[src/mch_pkg.sv]
// package for the modulus counter and holding register block
// assumes a 32-bit classic wishbone slave, one register per word
package mch_pkg;
   // ********************************
   // register map (index, byte = 4*index)
   // ********************************
   localparam logic [7:0] IDX_PA3_HOLD  = 8'hb2;
   localparam logic [7:0] IDX_PA2_HOLD  = 8'hb3;
   localparam logic [7:0] IDX_PA1_HOLD  = 8'hb4;
   localparam logic [7:0] IDX_PA0_HOLD  = 8'hb5;
   localparam logic [7:0] IDX_MOD_COUNT = 8'hb6;
   localparam logic [7:0] IDX_CAP0_HOLD = 8'hb8;
   localparam logic [7:0] IDX_CAP1_HOLD = 8'hba;
   localparam logic [7:0] IDX_CAP2_HOLD = 8'hbc;
   localparam logic [7:0] IDX_CAP3_HOLD = 8'hbe;
   localparam logic [7:0] IDX_CTRL      = 8'hc0;
   localparam logic [7:0] IDX_STATUS    = 8'hc1;
   // ********************************
   // control register fields
   // ********************************
   localparam int CTL_RDLOAD   = 0;
   localparam int CTL_LATCHM   = 1;
   localparam int CTL_HOLDING_BUFFER_ENABLE    = 2;
   localparam int CTL_MODMODE  = 3;
   localparam int CTL_FORCELD  = 4;
   localparam int CTL_MODCNT_ENABLE     = 5;
   localparam int CTL_TEN      = 6;
   localparam int CTL_STOPDBG  = 7;
   localparam int CTL_STOPWAIT = 8;
   localparam int CTL_ACCUM_A_WIDE_ENABLE     = 9;
   localparam int CTL_ACCUM_B_WIDE_ENABLE     = 10;
   localparam int CTL_PAXEN    = 11;
   localparam int CTL_WIDTH    = 15;
   localparam logic [14:0] CTL_RESET = 15'h0000;
   localparam int ST_ZF      = 0;
   localparam int ST_ZEROWR  = 1;
   localparam logic [1:0] PRE_RESET = 2'h0;
   localparam logic [15:0] CNT_ZERO = 16'h0000;
   localparam logic [15:0] CNT_ONE  = 16'h0001;

   typedef struct packed {
      logic stop_mode;
      logic debug_mode;
      logic wait_mode;
   } mch_modes_t;
endpackage

[src/mch_modcount_hold.sv]
// modulus down-counter, capture and pulse accumulator holding registers
// assumes capture and accumulator logic outside; counting tick from own prescaler, run by modulus enable
//
// Contract
// - four 8-bit accumulator holds, readable anytime, write-ignored, reset zero
// - four 16-bit capture holds latch capture values, read-only
// - count read gives live counter, or load value when select set
// - zero write with buffer and latch mode latches all holds
// - after zero write counter stays at zero, no zero flag
// - modulus mode write updates load only; count takes it at underflow
// - force-load copies load value into counter at once
// - non-modulus write clears prescaler, loads counter, counts once to zero
// - stop mode halts main timer and modulus counter
// - debug mode halts counters only when stop-in-debug set
// - wait mode halts counters only when stop-in-wait set
// - main timer enable clear stops timer operations, registers stay accessible
// - modulus enable clear stops the down-counter
// - accumulator A wide enable activates 16-bit A, else 8-bit 3 and 2
// - accumulator B wide enable activates 16-bit B, else 8-bit 1 and 0
// - latch on counter reaching zero moves values, clears 8-bit accumulators
// - queue mode capture moves old capture value into hold first
// - a hold counts as empty once software has read it
//
// The Wishbone register port was left to the implementer.
`timescale 1ns/1ps
module mch_modcount_hold #(
   parameter int PRE_W = 2
) (
   input  wire logic                  clk_i,
   input  wire logic                  rst_i,
   input  wire logic [31:0]           adr_i,
   input  wire logic [31:0]           dat_i,
   output logic      [31:0]           dat_o,
   input  wire logic                  we_i,
   input  wire logic [3:0]            sel_i,
   input  wire logic                  cyc_i,
   input  wire logic                  stb_i,
   output logic                       ack_o,
   output logic                       err_o,
   input  wire logic                  stop_mode_i,
   input  wire logic                  debug_mode_i,
   input  wire logic                  wait_mode_i,
   input  wire logic [63:0]           capture_i,
   input  wire logic [3:0]            queue_capture_i,
   input  wire logic [31:0]           pulse_acc_i,
   output logic                       timer_run_o,
   output logic                       acc_a_wide_o,
   output logic                       acc_b_wide_o,
   output logic [3:0]                 narrow_acc_en_o,
   output logic                       latch_pulse_o,
   output logic                       clear_narrow_o,
   output logic [3:0]                 hold_empty_o,
   output logic                       prescale_clr_o,
   output logic [PRE_W-1:0]           prescale_o,
   output logic                       zero_flag_o
);
   // ********************************
   // mode inputs synchronised
   // ********************************
   mch_pkg::mch_modes_t modes_s1_r;
   mch_pkg::mch_modes_t modes_r;
   always_ff @(posedge clk_i) begin
      if (rst_i) begin
         modes_s1_r <= '0;
         modes_r    <= '0;
      end else begin
         modes_s1_r <= '{stop_mode_i, debug_mode_i, wait_mode_i};
         modes_r    <= modes_s1_r;
      end
   end

   // ********************************
   // bus decode
   // ********************************
   logic [14:0]    ctrl_r;
   logic [15:0]    load_r;
   logic [15:0]    count_r;
   logic [7:0]     acc_hold_r [4];
   logic [15:0]    cap_hold_r [4];
   logic [PRE_W-1:0] pre_r;
   logic           zf_r;
   logic           zero_wr_r;
   logic           ack_r;
   logic           req;
   logic           wr_cnt;
   logic           wr_ctl;
   logic           wr_st;
   logic           known;
   logic [7:0]     idx;
   logic [31:0]    rdata;
   logic           run_mod;
   logic           tick;
   logic           latch_ev;
   logic [3:0]     rd_cap;

   assign idx = adr_i[9:2];
   assign req = cyc_i && stb_i && !ack_r;

   always_comb begin
      known = 1'b1;
      rdata = 32'h0000_0000;
      rd_cap = 4'h0;
      if (idx >= mch_pkg::IDX_PA3_HOLD && idx <= mch_pkg::IDX_PA0_HOLD) begin
         rdata = {24'h00_0000, acc_hold_r[idx[1:0] - 2'h2]};
      end else if (idx == mch_pkg::IDX_MOD_COUNT) begin
         rdata = {16'h0000, ctrl_r[mch_pkg::CTL_RDLOAD] ? load_r : count_r};
      end else if (idx[7:3] == 5'h17 && !idx[0]) begin
         rdata = {16'h0000, cap_hold_r[idx[2:1]]};
         rd_cap[idx[2:1]] = 1'b1;
      end else if (idx == mch_pkg::IDX_CTRL) begin
         rdata = {17'h0_0000, ctrl_r};
      end else if (idx == mch_pkg::IDX_STATUS) begin
         rdata = {30'h0000_0000, zero_wr_r, zf_r};
      end else begin
         known = 1'b0;
      end
   end

   // whole-word access only; partial lanes still write all 16 bits
   assign wr_cnt = req && we_i && known && idx == mch_pkg::IDX_MOD_COUNT;
   assign wr_ctl = req && we_i && idx == mch_pkg::IDX_CTRL;
   assign wr_st  = req && we_i && idx == mch_pkg::IDX_STATUS;

   always_ff @(posedge clk_i) begin
      if (rst_i) begin
         ack_r <= 1'b0;
         err_o <= 1'b0;
         dat_o <= 32'h0000_0000;
      end else begin
         ack_r <= req && known;
         err_o <= req && !known;
         dat_o <= (req && known && !we_i) ? rdata : 32'h0000_0000;
      end
   end
   assign ack_o = ack_r;

   // ********************************
   // control register
   // ********************************
   always_ff @(posedge clk_i) begin
      if (rst_i) begin
         ctrl_r <= mch_pkg::CTL_RESET;
      end else if (wr_ctl) begin
         ctrl_r <= dat_i[14:0];
         ctrl_r[mch_pkg::CTL_FORCELD] <= 1'b0; // force-load reads back zero
      end
   end

   // ********************************
   // run gating for both counters
   // ********************************
   logic freeze;
   assign freeze = modes_r.stop_mode
      || (modes_r.debug_mode && ctrl_r[mch_pkg::CTL_STOPDBG])
      || (modes_r.wait_mode && ctrl_r[mch_pkg::CTL_STOPWAIT]);
   assign run_mod = !freeze && ctrl_r[mch_pkg::CTL_MODCNT_ENABLE];

   always_ff @(posedge clk_i) begin
      if (rst_i) begin
         timer_run_o     <= 1'b0;
         acc_a_wide_o    <= 1'b0;
         acc_b_wide_o    <= 1'b0;
         narrow_acc_en_o <= 4'h0;
      end else begin
         timer_run_o     <= !freeze && ctrl_r[mch_pkg::CTL_TEN];
         acc_a_wide_o    <= ctrl_r[mch_pkg::CTL_ACCUM_A_WIDE_ENABLE];
         acc_b_wide_o    <= ctrl_r[mch_pkg::CTL_ACCUM_B_WIDE_ENABLE];
         narrow_acc_en_o <= {ctrl_r[mch_pkg::CTL_ACCUM_A_WIDE_ENABLE] ? 2'h0 : ctrl_r[14:13],
                             ctrl_r[mch_pkg::CTL_ACCUM_B_WIDE_ENABLE] ? 2'h0 : ctrl_r[12:11]};
      end
   end

   // ********************************
   // prescaler and down-counter
   // ********************************
   assign tick = run_mod && (&pre_r);

   always_ff @(posedge clk_i) begin
      if (rst_i) begin
         pre_r <= PRE_W'(mch_pkg::PRE_RESET);
      end else if (wr_cnt && !ctrl_r[mch_pkg::CTL_MODMODE]) begin
         pre_r <= PRE_W'(mch_pkg::PRE_RESET);
      end else if (run_mod) begin
         pre_r <= pre_r + 1'b1;
      end
   end

   always_ff @(posedge clk_i) begin
      if (rst_i) begin
         load_r <= mch_pkg::CNT_ZERO;
      end else if (wr_cnt) begin
         load_r <= dat_i[15:0];
      end
   end

   always_ff @(posedge clk_i) begin
      if (rst_i) begin
         count_r   <= mch_pkg::CNT_ZERO;
         zero_wr_r <= 1'b0;
      end else if (wr_cnt && dat_i[15:0] == mch_pkg::CNT_ZERO) begin
         count_r   <= mch_pkg::CNT_ZERO;
         zero_wr_r <= 1'b1;
      end else if (wr_cnt && !ctrl_r[mch_pkg::CTL_MODMODE]) begin
         count_r   <= dat_i[15:0];
         zero_wr_r <= 1'b0;
      end else if (wr_ctl && dat_i[mch_pkg::CTL_FORCELD]) begin
         count_r   <= load_r;
         zero_wr_r <= load_r == mch_pkg::CNT_ZERO;
      end else if (tick && !zero_wr_r) begin
         if (count_r == mch_pkg::CNT_ONE && ctrl_r[mch_pkg::CTL_MODMODE]) begin
            count_r <= load_r;
            zero_wr_r <= load_r == mch_pkg::CNT_ZERO;
         end else if (count_r != mch_pkg::CNT_ZERO) begin
            count_r <= count_r - mch_pkg::CNT_ONE;
         end
      end
   end

   logic hit_zero;
   assign hit_zero = tick && !zero_wr_r && count_r == mch_pkg::CNT_ONE;

   // set wins over software clear
   always_ff @(posedge clk_i) begin
      if (rst_i) begin
         zf_r <= 1'b0;
      end else if (hit_zero) begin
         zf_r <= 1'b1;
      end else if (wr_st && dat_i[mch_pkg::ST_ZF]) begin
         zf_r <= 1'b0;
      end
   end

   // ********************************
   // holding registers
   // ********************************
   logic latch_mode;
   assign latch_mode = ctrl_r[mch_pkg::CTL_HOLDING_BUFFER_ENABLE] && ctrl_r[mch_pkg::CTL_LATCHM];
   assign latch_ev = latch_mode && ((wr_cnt && dat_i[15:0] == mch_pkg::CNT_ZERO)
                                    || hit_zero);

   always_ff @(posedge clk_i) begin
      if (rst_i) begin
         for (int i = 0; i < 4; i++) begin
            acc_hold_r[i] <= 8'h00;
            cap_hold_r[i] <= 16'h0000;
         end
      end else begin
         for (int i = 0; i < 4; i++) begin
            if (latch_ev) begin
               acc_hold_r[i] <= pulse_acc_i[8*(3-i) +: 8];
               cap_hold_r[i] <= capture_i[16*i +: 16];
            end else if (ctrl_r[mch_pkg::CTL_HOLDING_BUFFER_ENABLE] && !ctrl_r[mch_pkg::CTL_LATCHM]
                         && queue_capture_i[i]) begin
               cap_hold_r[i] <= capture_i[16*i +: 16];
            end
         end
      end
   end

   // hold becomes empty on read, full on any load
   always_ff @(posedge clk_i) begin
      if (rst_i) begin
         hold_empty_o <= 4'hf;
      end else begin
         for (int i = 0; i < 4; i++) begin
            // latch mode ignores queue pulses, so they must not fill the hold
            if (latch_ev || (ctrl_r[mch_pkg::CTL_HOLDING_BUFFER_ENABLE] && !ctrl_r[mch_pkg::CTL_LATCHM]
                             && queue_capture_i[i])) begin
               hold_empty_o[i] <= 1'b0;
            end else if (req && !we_i && rd_cap[i]) begin
               hold_empty_o[i] <= 1'b1;
            end
         end
      end
   end

   always_ff @(posedge clk_i) begin
      if (rst_i) begin
         latch_pulse_o  <= 1'b0;
         clear_narrow_o <= 1'b0;
         prescale_clr_o <= 1'b0;
         prescale_o     <= '0;
         zero_flag_o    <= 1'b0;
      end else begin
         latch_pulse_o  <= latch_ev;
         clear_narrow_o <= latch_ev;
         prescale_clr_o <= wr_cnt && !ctrl_r[mch_pkg::CTL_MODMODE];
         prescale_o     <= pre_r;
         zero_flag_o    <= zf_r;
      end
   end
endmodule

[config.mk]
export PLATFORM = sky130hd
export DESIGN_NAME = mch_modcount_hold
export DESIGN_NICKNAME = d
export VERILOG_FILES = /design/src/mch_pkg.sv /design/src/mch_modcount_hold.sv
export SDC_FILE = /design/constraint.sdc
export NUM_CORES = 1
export LEC_CHECK = 0
export BUFFER_PORTS_ARGS = -buffer_cell sky130_fd_sc_hd__buf_2
export CAP_MARGIN = 20
export CORE_ASPECT_RATIO = 1.25
export CORE_MARGIN = 8
export CORE_UTILIZATION = 25
export CTS_BUF_LIST = sky130_fd_sc_hd__clkbuf_4 sky130_fd_sc_hd__clkbuf_8
export DETAILED_ROUTE_END_ITERATION = 12
export PLACE_DENSITY = 0.48
export REMOVE_ABC_BUFFERS = 1
export SLEW_MARGIN = 0
export SYNTH_ARGS = -nofsm -noshare
export SYNTH_HDL_FRONTEND = slang
export SYNTH_SLANG_ARGS = --single-unit
export TNS_END_PERCENT = 100
[constraint.sdc]
create_clock -name clk_i -period 3.9 [get_ports clk_i]
set_clock_uncertainty 0.2 [all_clocks]
set_input_delay 0.78 -clock clk_i [delete_from_list [all_inputs] [get_ports clk_i]]
set_output_delay 0.78 -clock clk_i [all_outputs]
set_load 0.01 [all_outputs]
## Word level (Yosys, flattened, before mapping)

Memory sizes are Yosys's and may differ from the RTL's.
Index checks and enable logic that the tools add are counted.

| cells by class | value |
|---|---|
| $add $sub $neg | 3 |
| bitwise logic cells | 13 |
| equal/unequal tests | 5 |
| reductions and logical operators | 74 |
| order comparisons | 4 |
| multiplexer cells | 69 |

Operators by type and width:

| operator | count |
|---|---|
| 2-to-1 mux 16 bit | 16 |
| 2-to-1 mux 1 bit | 42 |
| 2-to-1 mux 8 bit | 5 |
| logical AND 1 bit | 37 |
| logical NOT 16 bit | 2 |
| equality test 8 bit (second input constant) | 3 |
| equality test 16 x 1 -> 1 bit (second input constant) | 1 |
| nonzero test 16 bit | 1 |
| subtractor 16 x 1 -> 16 bit (second input constant) | 1 |
| 2-to-1 mux 15 bit | 1 |
| 2-to-1 mux 4 bit | 3 |
| bitwise OR 1 bit | 12 |
| nonzero test 4 bit | 3 |
| nonzero test 2 bit | 5 |
| OR reduction 2 bit | 5 |
| greater-or-equal comparator 8 bit (second input constant) | 1 |
| <= comparator 8 bit (second input constant) | 1 |
| logical NOT 1 bit | 8 |
| logical OR 1 bit | 7 |
| AND reduction 2 bit | 3 |
| OR reduction 6 bit | 1 |
| equality test 5 bit (second input constant) | 1 |
| less-than comparator 2 x 3 -> 1 bit (second input constant) | 1 |
| nonzero test 3 bit | 1 |
| other kinds (7) | 7 |

| storage, ports and cells | value |
|---|---|
| memories | 2 |
| output and inout bits | 51 |
| register bits | 106 |
| RAM bits | 96 |
| word-level logic and storage cells | 200 |

Memory list:

| memory | depth | bits a word | rd ports | clocked after memory_dff | write ports | line | text |
|---|---|---|---|---|---|---|---|
| cap_hold_r | 4 | 16 | 1 | 0 | 4 | mch_modcount_hold.sv:79 | `logic [15:0] cap_hold_r [4];` |
| acc_hold_r | 4 | 8 | 1 | 0 | 4 | mch_modcount_hold.sv:78 | `logic [7:0] acc_hold_r [4];` |

## Longest topological paths before layout

Gate-level depths: netlist (run 1).

| depth | value |
|---|---|
| depth in word-level cells | 16 |
| gate-level depth with buffers | 9 |
| mapped depth without buffers | 8 |

## Worst setup path before layout (run 1)

No wires, ideal clock.

| timing | value |
|---|---|
| path type | input-to-reg |
| start | in adr_i[8] |
| end | mem cap_hold_r[0][0], enable pin |
| setup slack | 764 ps |
| arrival | 2,569 ps |
| stages on the path | 6 |
| data required time | 3,333 ps |
| library setup time | 367 ps |
| cell sequence | nand4b_1 -> nor4_1 -> nand2_1 -> a21oi_1 -> or2_2 -> a21o_1 |

RTL lines:

| item | line | text |
|---|---|---|
| from (decl) | mch_modcount_hold.sv:31 | `input wire logic [31:0] adr_i,` |
| to (decl) | mch_modcount_hold.sv:79 |  |

==> impl_results.md, run 1 <==
- Crit path kind: reg2reg
- Cell variety after synth: 60
- H-tree lvl count: 4
- Clock sink count: approximately 190
- Yosys Warn Count: 0
- Placed cells: 1404
- Post-synth top cells: 98 x and2_1, 96 x edfxtp_1, 90 x dfxtp_1
- Lkg Pwr: slightly below 0.004 uW
- Synth top area share: about a third
- Reg clk slew, reported paths: ~0.11 ns
- Area Growth Syn to Fin: 20.6%
- Sequential area share after synthesis: 53.9%
- Startpoint type of the worst setup path: flop
- Gr usage total: around 13%
- Layout Cells excl Fill: ~1400
- R2r setup slk: between 0.8 and 0.9 ns
- Endpoint type of the worst setup path: flop
- Avg WL per Cell: between 15 and 20 um
- Largest net degree at the start of global routing: 34
- RSZ-0062 raised after global routing: false
- Starting Density: 25.3%
- Fin. Hold Viols: 0
- Placed cell area: approximately 10000 um^2
- Root Driver: clkbuf_8
- Max Cap Viol: 0
- HP Class: reg2reg
- DRT antenna net count: 0
- CTS tree: yes
- Fin crit share: between 70% and 80%
- Fin crit period: between 3 and 4 ns
- Mapped cell area: just under 9000 um^2
- Final WL: between 20000 and 30000 um
- Placeable Area: between 30000 and 40000 um^2
- Post-synth top area cell: edfxtp_1
- GR Overflow Total: 0
- Cell count after synthesis: 786
- Via density per instance: 4.54
- Syn_area_per_cell: between 10 and 15 um^2
- Crit-path max FO: 16
- First-iteration detailed-routing DRC count: 457
- Max VDD drop: about 0.00018 V
- Die width: 183 um
- Final Max Slew Viols: 0
- FILL cells: approximately 3600
- Vias in the first global route: ~7000
- Fmax: approximately 330 MHz
- Worst EP required: between 3 and 4 ns
- I/O pin total: 227
- Via Count: roughly 6500
- Largest cells by area after synthesis: edfxtp_1 33%, dfxtp_1 21%, and2_1 7.1%
- Post CTS Setup Buffer Count: 0
- FF+latch count, synth: roughly 190
- TritonCTS Buffers: 17
- DR pass1 iterations: 5
- Die Span Y: ~220 um
- Design area: between 10000 and 15000 um^2
- Power Density: roughly 350 nW/um^2
- Initial antenna violation count: 2
- CTS max path bufs: 2
- Worst-Skew Late Latency: approximately 0.47 ns
- Die area: about 41000 um^2
- Status: complete, no violations
- Hold_buf cts: 0
- Port bufs: 166
- Rows: 76
- Synth Flop Type: edfxtp_1
- DRC: 0
- R2R depth: 5
- Gates resized, CTS repair: 0
- Final setup fails: 0
- Number of enable flip-flop cells after synthesis: 96
- Worst slew pin tran: 0.978 ns
- Post-synth ARST share: 0%
- Fin nets: 1134
- WHS Path Cells: 1
- Global-route wire length before repair: about 42000 um
- Most frequent cell after synthesis: and2_1
- Worst Path Arrival: just under 3 ns
- Final estimated routing congestion in global placement: approximately 0.88
- Slew headroom: between 30% and 40%
- Post-DP HPWL: 21000 um
- Ratio of cells with drive above 1 in the final layout: between 20 and 30%
[logic make-up after synthesis]
group | after synthesis | synth area share, %
AND/OR/NAND/NOR | 333 | 20.8
other | 1 | 0.0432
buffers and inverters | 62 | 3.70
flip-flops | 186 | 53.9
adder cells (fa/ha/maj) | 3 | 0.432
XOR/XNOR | 8 | 0.806
AO/OA/AOI/OAI | 134 | 9.91
multiplexers | 59 | 10.4
[layer usage]
| layer | routed length, um | GRT usage [%] | vias up |
|---|---|---|---|
| met3 | 1270 | 2.78 | 34 |
| met1 | 11200 | 15.7 | 3147 |
| li1 | - | - | 3168 |
| met2 | 14500 | 23.8 | 186 |
| met5 | 0 | 0 | - |
| met4 | 681 | 5.62 | 0 |
[registers in the layout (all words and copies together), names as in the netlist, 2 cells and up]
name	cells
modes_s1_r	3
pre_r	2
narrow_acc_en_o	4
count_r	16
hold_empty_o	4
prescale_o	2
dat_o	16
ctrl_r	14
modes_r	3
load_r	16
cap_hold_r	64
acc_hold_r	32
[power breakdown]
part	internal (uW)	switching, uW	total, uW
sequential	2090	9.90	2100
clock	553	794	1350
combinational	102	133	235
[worst paths after layout]
path,start,to
max,ctrl_r[7],cap_hold_r[3][8]
min,modes_s1_r[0],modes_r[0]
max reg2reg,ctrl_r[7],cap_hold_r[3][8]
min reg2reg,modes_s1_r[0],modes_r[0]
[final cells by class]
type,count,area [um^2],area share (%)
clock buffer,18,248,2.36
inverter,5,18.8,0.179
multi-input combinational,553,3760,35.9
antenna,3,7.51,0.0716
tap,468,586,5.59
sequential,186,4680,44.7
clock inverter,14,151,1.44
timing repair buffer,192,1030,9.79
[metrics by stage]
stage / power [uW] / hold WS [ns] / utilization, % / setup slack, ns / setup TNS, ns
2_1_floorplan: 2220 / 0.214 / - / -1.96 / -353.12
5_1_grt: 3810 / 0.267 / 30.5 / 0.679 / 0
4_1_cts: 3730 / 0.259 / 30.5 / 0.863 / 0
3_3_place_gp: 2380 / 0.241 / 29.4 / 0.602 / 0
6_report: 3680 / 0.256 / 30.5 / 0.873 / 0
3_5_place_dp: 2380 / 0.241 / 29.4 / 0.591 / 0
[layout by cell type (no fill, tap or decap), types with 6 or more instances in the layout]
master and n:
a31oi_1 14, conb_1 16, or3_1 6, mux2i_1 27, nor2_1 49, nand3_1 16, nor3b_1 7, buf_2 166
buf_4 26, dfxtp_1 90, nor2b_1 17, clkbuf_8 18, nand2_1 68, a21oi_1 42, o22ai_1 9, a22oi_1 12
nor3_1 19, nor4_1 16, edfxtp_1 96, o21a_1 10, mux4_2 24, mux2_2 8, o21ai_0 21, and2_1 98
[worst max-delay path, stage by stage, from the launching register on]
cell and delay, ns:
dfxtp_1 0.36, a221o_1 0.45, nor3_1 0.55, nand3_2 0.29
a31oi_1 0.34, or2_2 0.47
Power figures use the tool's default switching activity.
==> run 2: changes to the inputs <==
==> constraint.sdc (replaced) <==
create_clock -name clk_i -period 2.8 [get_ports clk_i]
set_clock_uncertainty 0.2 [all_clocks]
set_input_delay 0.56 -clock clk_i [delete_from_list [all_inputs] [get_ports clk_i]]
set_output_delay 0.56 -clock clk_i [all_outputs]
set_load 0.01 [all_outputs]
==> run 2 against run 1 <==
Effect of this change:
- register-to-register slack worse by 0.71 ns
- sequential power up 39%
- maximum frequency is 15% higher
- global-route usage rose by 0.42 points
- clock-buffer cell count fell by 1
- sequential share of layout area is 2.1 points lower
- via count grew 4.8%
- wire length rose by 3.4%
- critical path type unchanged
- largest cell class unchanged
==> impl_results.md, run 2 (synthesis gave the netlist of run 1 again) <==
- Status: complete, no violations
- Power Density: about 470 nW/um^2
- Lkg Pwr: 0.00429 uW
- Gates resized, CTS repair: 0
- Root Driver: clkbuf_8
- HP Class: in2reg
- Initial antenna violation count: 2
- Worst slew pin tran: 1.03 ns
- Slew headroom: roughly 31%
- CTS tree: yes
- CTS max path bufs: 2
- TritonCTS Buffers: 17
- Core Util, Final: 32.0%
- Commonest non-fill, non-tap cell in the layout: buf_2
- Startpoint type of the worst setup path: flop
- Die width: around 180 um
- Area Growth Syn to Fin: 26.6%
- Most frequent cells in the layout: 166 x buf_2, 98 x and2_1, 96 x edfxtp_1
- Final estimated routing congestion in global placement: slightly above 0.9
- Clock sink count: 186
- Vias in the first global route: 7253
- Worst Path Arrival: between 2 and 3 ns
- Avg WL per Cell: around 19 um
- Global-route wire length before repair: 43200 um
- Largest Register: cap_hold_r
- DR pass1 iterations: 5
- GR Overflow Total: 0
- Hold_buf cts: 0
- Multi-input gate area: around 3800 um^2
- Top Registers: cap_hold_r x64, acc_hold_r x32
- Post-DP HPWL: roughly 22000 um
- Max reg flops: 64
- Fin. Hold Viols: 0
- Register area: around 4700 um^2
- Via Count: ~6800
- H-tree lvl count: 4
- Crit-path max FO: 16
- Rows: 76
- Die area: 41000 um^2
- Gr usage total: 13.9%
- Ratio of cells with drive above 1 in the final layout: 32.2%
- Fin crit share: 94.2%
- Die Span Y: ~220 um
- I/O pin total: about 230
- Final setup fails: 0
- Worst EP required: 2.80 ns
- RSZ-0062 raised after global routing: false
- Worst-Skew Late Latency: ~0.5 ns
- Max VDD drop: about 0.00031 V
- Post CTS Setup Buffer Count: 0
- Endpoint type of the worst setup path: flop
- Reg clk slew, reported paths: between 0.1 and 0.15 ns
- Port bufs: between 150 and 200
- FILL cells: about 3600
- Final WL: 28600 um
- DRT antenna net count: 0
- Total Power: around 5200 uW
- First-iteration detailed-routing DRC count: 400
- Fmax: roughly 380 MHz
- Largest net degree at the start of global routing: 45
- Crit path kind: reg2reg
- Fin nets: about 1200
- Fin crit period: 2.64 ns
- Via density per instance: 4.58
- Max Cap Viol: 0
- DRC: 0
- Placeable Area: approximately 34000 um^2
- Starting Density: 25.3%
- Final Max Slew Viols: 0
==> run 2: cell count changes in the layout (fill, tap and decap cells not counted) <==
| cell | before | now |
|---|---|---|
| buf_4 | 26 | 72 |
| buf_12 | 0 | 8 |
| buf_6 | 0 | 1 |
| clkbuf_8 | 18 | 17 |
| clkinv_4 | 2 | 1 |
| clkinv_8 | 0 | 1 |
| clkinvlp_4 | 1 | 0 |
| inv_4 | 0 | 1 |
| inv_6 | 4 | 5 |
==> run 2: worst max-delay path: stages (launching register included) <==
cell     delay, ns
dfxtp_1       0.33
or3_1         0.46
nor4b_2       0.35
nand3_2       0.25
a21oi_1       0.22
or2_2         0.20
a21o_1        0.14
buf_12        0.17
==> run 2: power breakdown <==
group          leakage, uW  switching (uW)  internal [uW]  total, uW
clock network     0.000209            1130            755       1880
logic              0.00237             192            170        362
registers          0.00171            14.6           2910       2920
total              0.00429            1340           3830       5170
==> run 2: final cells by class <==
| cell class | count | area share [%] |
|---|---|---|
| clock inverter | 15 | 1.51 |
| timing repair buffer | 247 | 14.0 |
| multi-input combinational | 553 | 34.2 |
| sequential | 186 | 42.6 |
| antenna | 3 | 0.0682 |
| clock buffer | 17 | 2.13 |
| tap | 468 | 5.32 |
| inverter | 5 | 0.171 |
==> run 2: final timing paths <==
| check | depth (start not counted) | start | slack, ns | to |
|---|---|---|---|---|
| worst max-delay path | 7 | count_r[9] | 0.16 | cap_hold_r[2][11] |
| worst min-delay path | 2 | stop_mode_i | 0.08 | modes_s1_r[2] |
| worst max register to register | 7 | count_r[9] | 0.16 | cap_hold_r[2][11] |
| worst min register to register | 1 | modes_s1_r[1] | 0.25 | modes_r[1] |
==> run 2: metal layers <==
metal | track usage, % | vias to the layer above | wire length [um]
li1 | - | 3284 | -
met1 | 16.0 | 3314 | 11800
met2 | 24.6 | 202 | 14700
met3 | 2.47 | 46 | 1050
met4 | 6.81 | 0 | 957
met5 | 0 | - | 0
==> run 2: metrics by stage <==
stage                     worst slack [ns]  TNS, ns  instances  area (um^2)  hold WS (ns)
after global routing                0.0587        0       1493        11000        0.0499
after CTS                            0.101        0       1491        11000        0.0314
after global placement             -0.0426    -1.20       1459        10600         0.233
after floorplan                      -2.84  -556.58        744         8440         0.214
after detailed placement           -0.0305   -0.329       1459        10600         0.240
final                                0.163        0       1494        11000        0.0813
==> run 3: changes to the inputs <==
==> constraint.sdc (replaced) <==
create_clock -name clk_i -period 3.3 [get_ports clk_i]
set_clock_uncertainty 0.2 [all_clocks]
set_input_delay 0.66 -clock clk_i [delete_from_list [all_inputs] [get_ports clk_i]]
set_output_delay 0.66 -clock clk_i [all_outputs]
set_load 0.01 [all_outputs]
==> run 3 against run 2 <==
Effect of this change:
- sequential share of layout area grew 1.3 points
- wire length shrank 2.5%
- largest cell class unchanged
- die area is the same
- worst setup slack gained 0.35 ns
- via count shrank 3.1%
- register-to-register slack gained 0.35 ns
- final area shrank 3.0%
- maximum frequency shrank 5.4%
==> impl_results.md, run 3 (synthesis gave the netlist of run 1 again) <==
- Fin crit share: a little over four fifths
- DRC: 0
- Vias in the first global route: 7010
- Largest Register: cap_hold_r
- Port bufs: about 170
- CTS tree: yes
- Post-DP HPWL: approximately 21000 um
- Fin crit period: ~2.8 ns
- R2R depth: 6
- Avg WL per Cell: around 19 um
- Rows: between 70 and 80
- H-tree lvl count: 4
- Die area: about 40000 um^2
- Worst slew pin tran: 0.999 ns
- Fin. Hold Viols: 0
- Register area: approximately 4700 um^2
- Gr usage total: 13.6%
- Fin nets: 1149
- Startpoint type of the worst setup path: flop
- Slew headroom: approximately 33%
- Post CTS Setup Buffer Count: 0
- Hold_buf cts: 0
- Multi-input gate area: 3760 um^2
- Top Registers: cap_hold_r x64, acc_hold_r x32
- Max reg flops: between 60 and 70
- Die width: 183 um
- Crit path kind: reg2reg
- Worst Setup EP: acc_hold_r[2][2]
- Slowest stage delay, CP: roughly 0.6 ns
- Fmax: around 360 MHz
- HP Class: in2reg
- Worst-Skew Late Latency: ~0.51 ns
- Power Density: between 400 and 500 nW/um^2
- Die Span Y: about 220 um
- I/O pin total: around 230
- DR pass1 iterations: 5
- Commonest non-fill, non-tap cell in the layout: buf_2
- FILL cells: around 3600
- Ratio of cells with drive above 1 in the final layout: approximately 29%
- Most frequent cells in the layout: 166 x buf_2, 98 x and2_1, 96 x edfxtp_1
- Final Max Slew Viols: 0
- Gates resized, CTS repair: 0
- Initial antenna violation count: 1
- Via Count: about 6600
- Largest net degree at the start of global routing: 44
- Status: complete, no violations
- Root Driver: clkbuf_8
- Global-route wire length before repair: 42100 um
- Worst Path Arrival: 2.96 ns
- First-iteration detailed-routing DRC count: about 390
- Lkg Pwr: slightly above 0.004 uW
- Final WL: approximately 28000 um
- TritonCTS Buffers: 17
- R2r setup slk: slightly above 0.5 ns
- Worst path slowest cell: or4_4
- Area Growth Syn to Fin: 22.9%
- Reg clk slew, reported paths: 0.11 ns
- Clock sink count: 186
- Placeable Area: approximately 34000 um^2
- Worst R2R End: acc_hold_r[2][2]
- Endpoint type of the worst setup path: flop
- Final setup fails: 0
- Worst EP required: roughly 3.5 ns
- GR Overflow Total: 0
- Crit Reg-Reg Startpoint: count_r[11]
- Crit path cell chain: or4_4 > nor3_4 > nand3_2 > a211oi_4 > buf_4 > and2_1
- Total Power: around 4400 uW
- Starting Density: 25.3%
- Final estimated routing congestion in global placement: approximately 0.85
- Critical Path Start: count_r[11]
- DRT antenna net count: 0
- Max VDD drop: between 0.00015 and 0.0002 V
- Hold slack: between 0.15 and 0.2 ns
- RSZ-0062 raised after global routing: false
- Max Cap Viol: 0
- Via density per instance: 4.57
- Crit-path max FO: 33
- CTS max path bufs: 2
[run 3: cell types whose count changed in the layout (fill, tap and decap cells not counted)]
cell / change
diode_2: -1
clkinv_2: -1
inv_4: -1
buf_6: -1
buf_12: -3
clkinv_8: +1
buf_4: -36
clkbuf_8: +1
[run 3: metal layers]
metal | vias to the layer above | share of wire (%) | global-route usage, %
li1 | 3199 | - | -
met1 | 3199 | 40 | 15.8
met2 | 207 | 53 | 24.2
met3 | 28 | 4.9 | 2.76
met4 | 0 | 2.2 | 5.46
met5 | - | 0 | 0
[run 3: report_power, final]
part	switching (uW)	internal (uW)
sequential	12.3	2470
combinational	160	131
clock	959	667
[run 3: area by class of cell]
class	instances	share of cell area (%)
antenna	2	0.0469
sequential	186	43.9
clock inverter	14	1.61
inverter	5	0.176
clock buffer	18	2.32
timing repair buffer	207	11.3
tap	468	5.48
multi-input combinational	553	35.2
[run 3: worst min path at each step]
| stage | to | cells past startpoint | from | slack, ns |
|---|---|---|---|---|
| global placement | modes_r[0] | 1 | modes_s1_r[0] | 0.23 |
| detailed placement | modes_r[0] | 1 | modes_s1_r[0] | 0.24 |
| CTS | modes_s1_r[1] | 2 | debug_mode_i | 0.13 |
| global route | modes_s1_r[2] | 2 | stop_mode_i | 0.16 |
| finish | modes_s1_r[1] | 2 | debug_mode_i | 0.17 |
| floorplan | modes_r[0] | 1 | modes_s1_r[0] | 0.21 |
[run 3: per-stage QoR]
step	util (%)	setup slack [ns]	setup TNS (ns)	cell area, um^2	instances
6_report	31.1	0.512	0	10700	1453
5_1_grt	31.1	0.369	0	10700	1452
4_1_cts	31.1	0.475	0	10700	1451
3_5_place_dp	29.9	0.165	0	10300	1419
3_3_place_gp	29.9	0.173	0	10300	1419
2_1_floorplan	-	-2.44	-464.00	8440	744
[run 3: worst max-delay path: cells and delay by family, from the launching register on]
family / cells / cell delay, ns
AND/OR/NAND/NOR: 4 / 1.28
buffers and inverters: 1 / 0.34
AO/OA/AOI/OAI: 1 / 0.42
flip-flops: 1 / 0.40
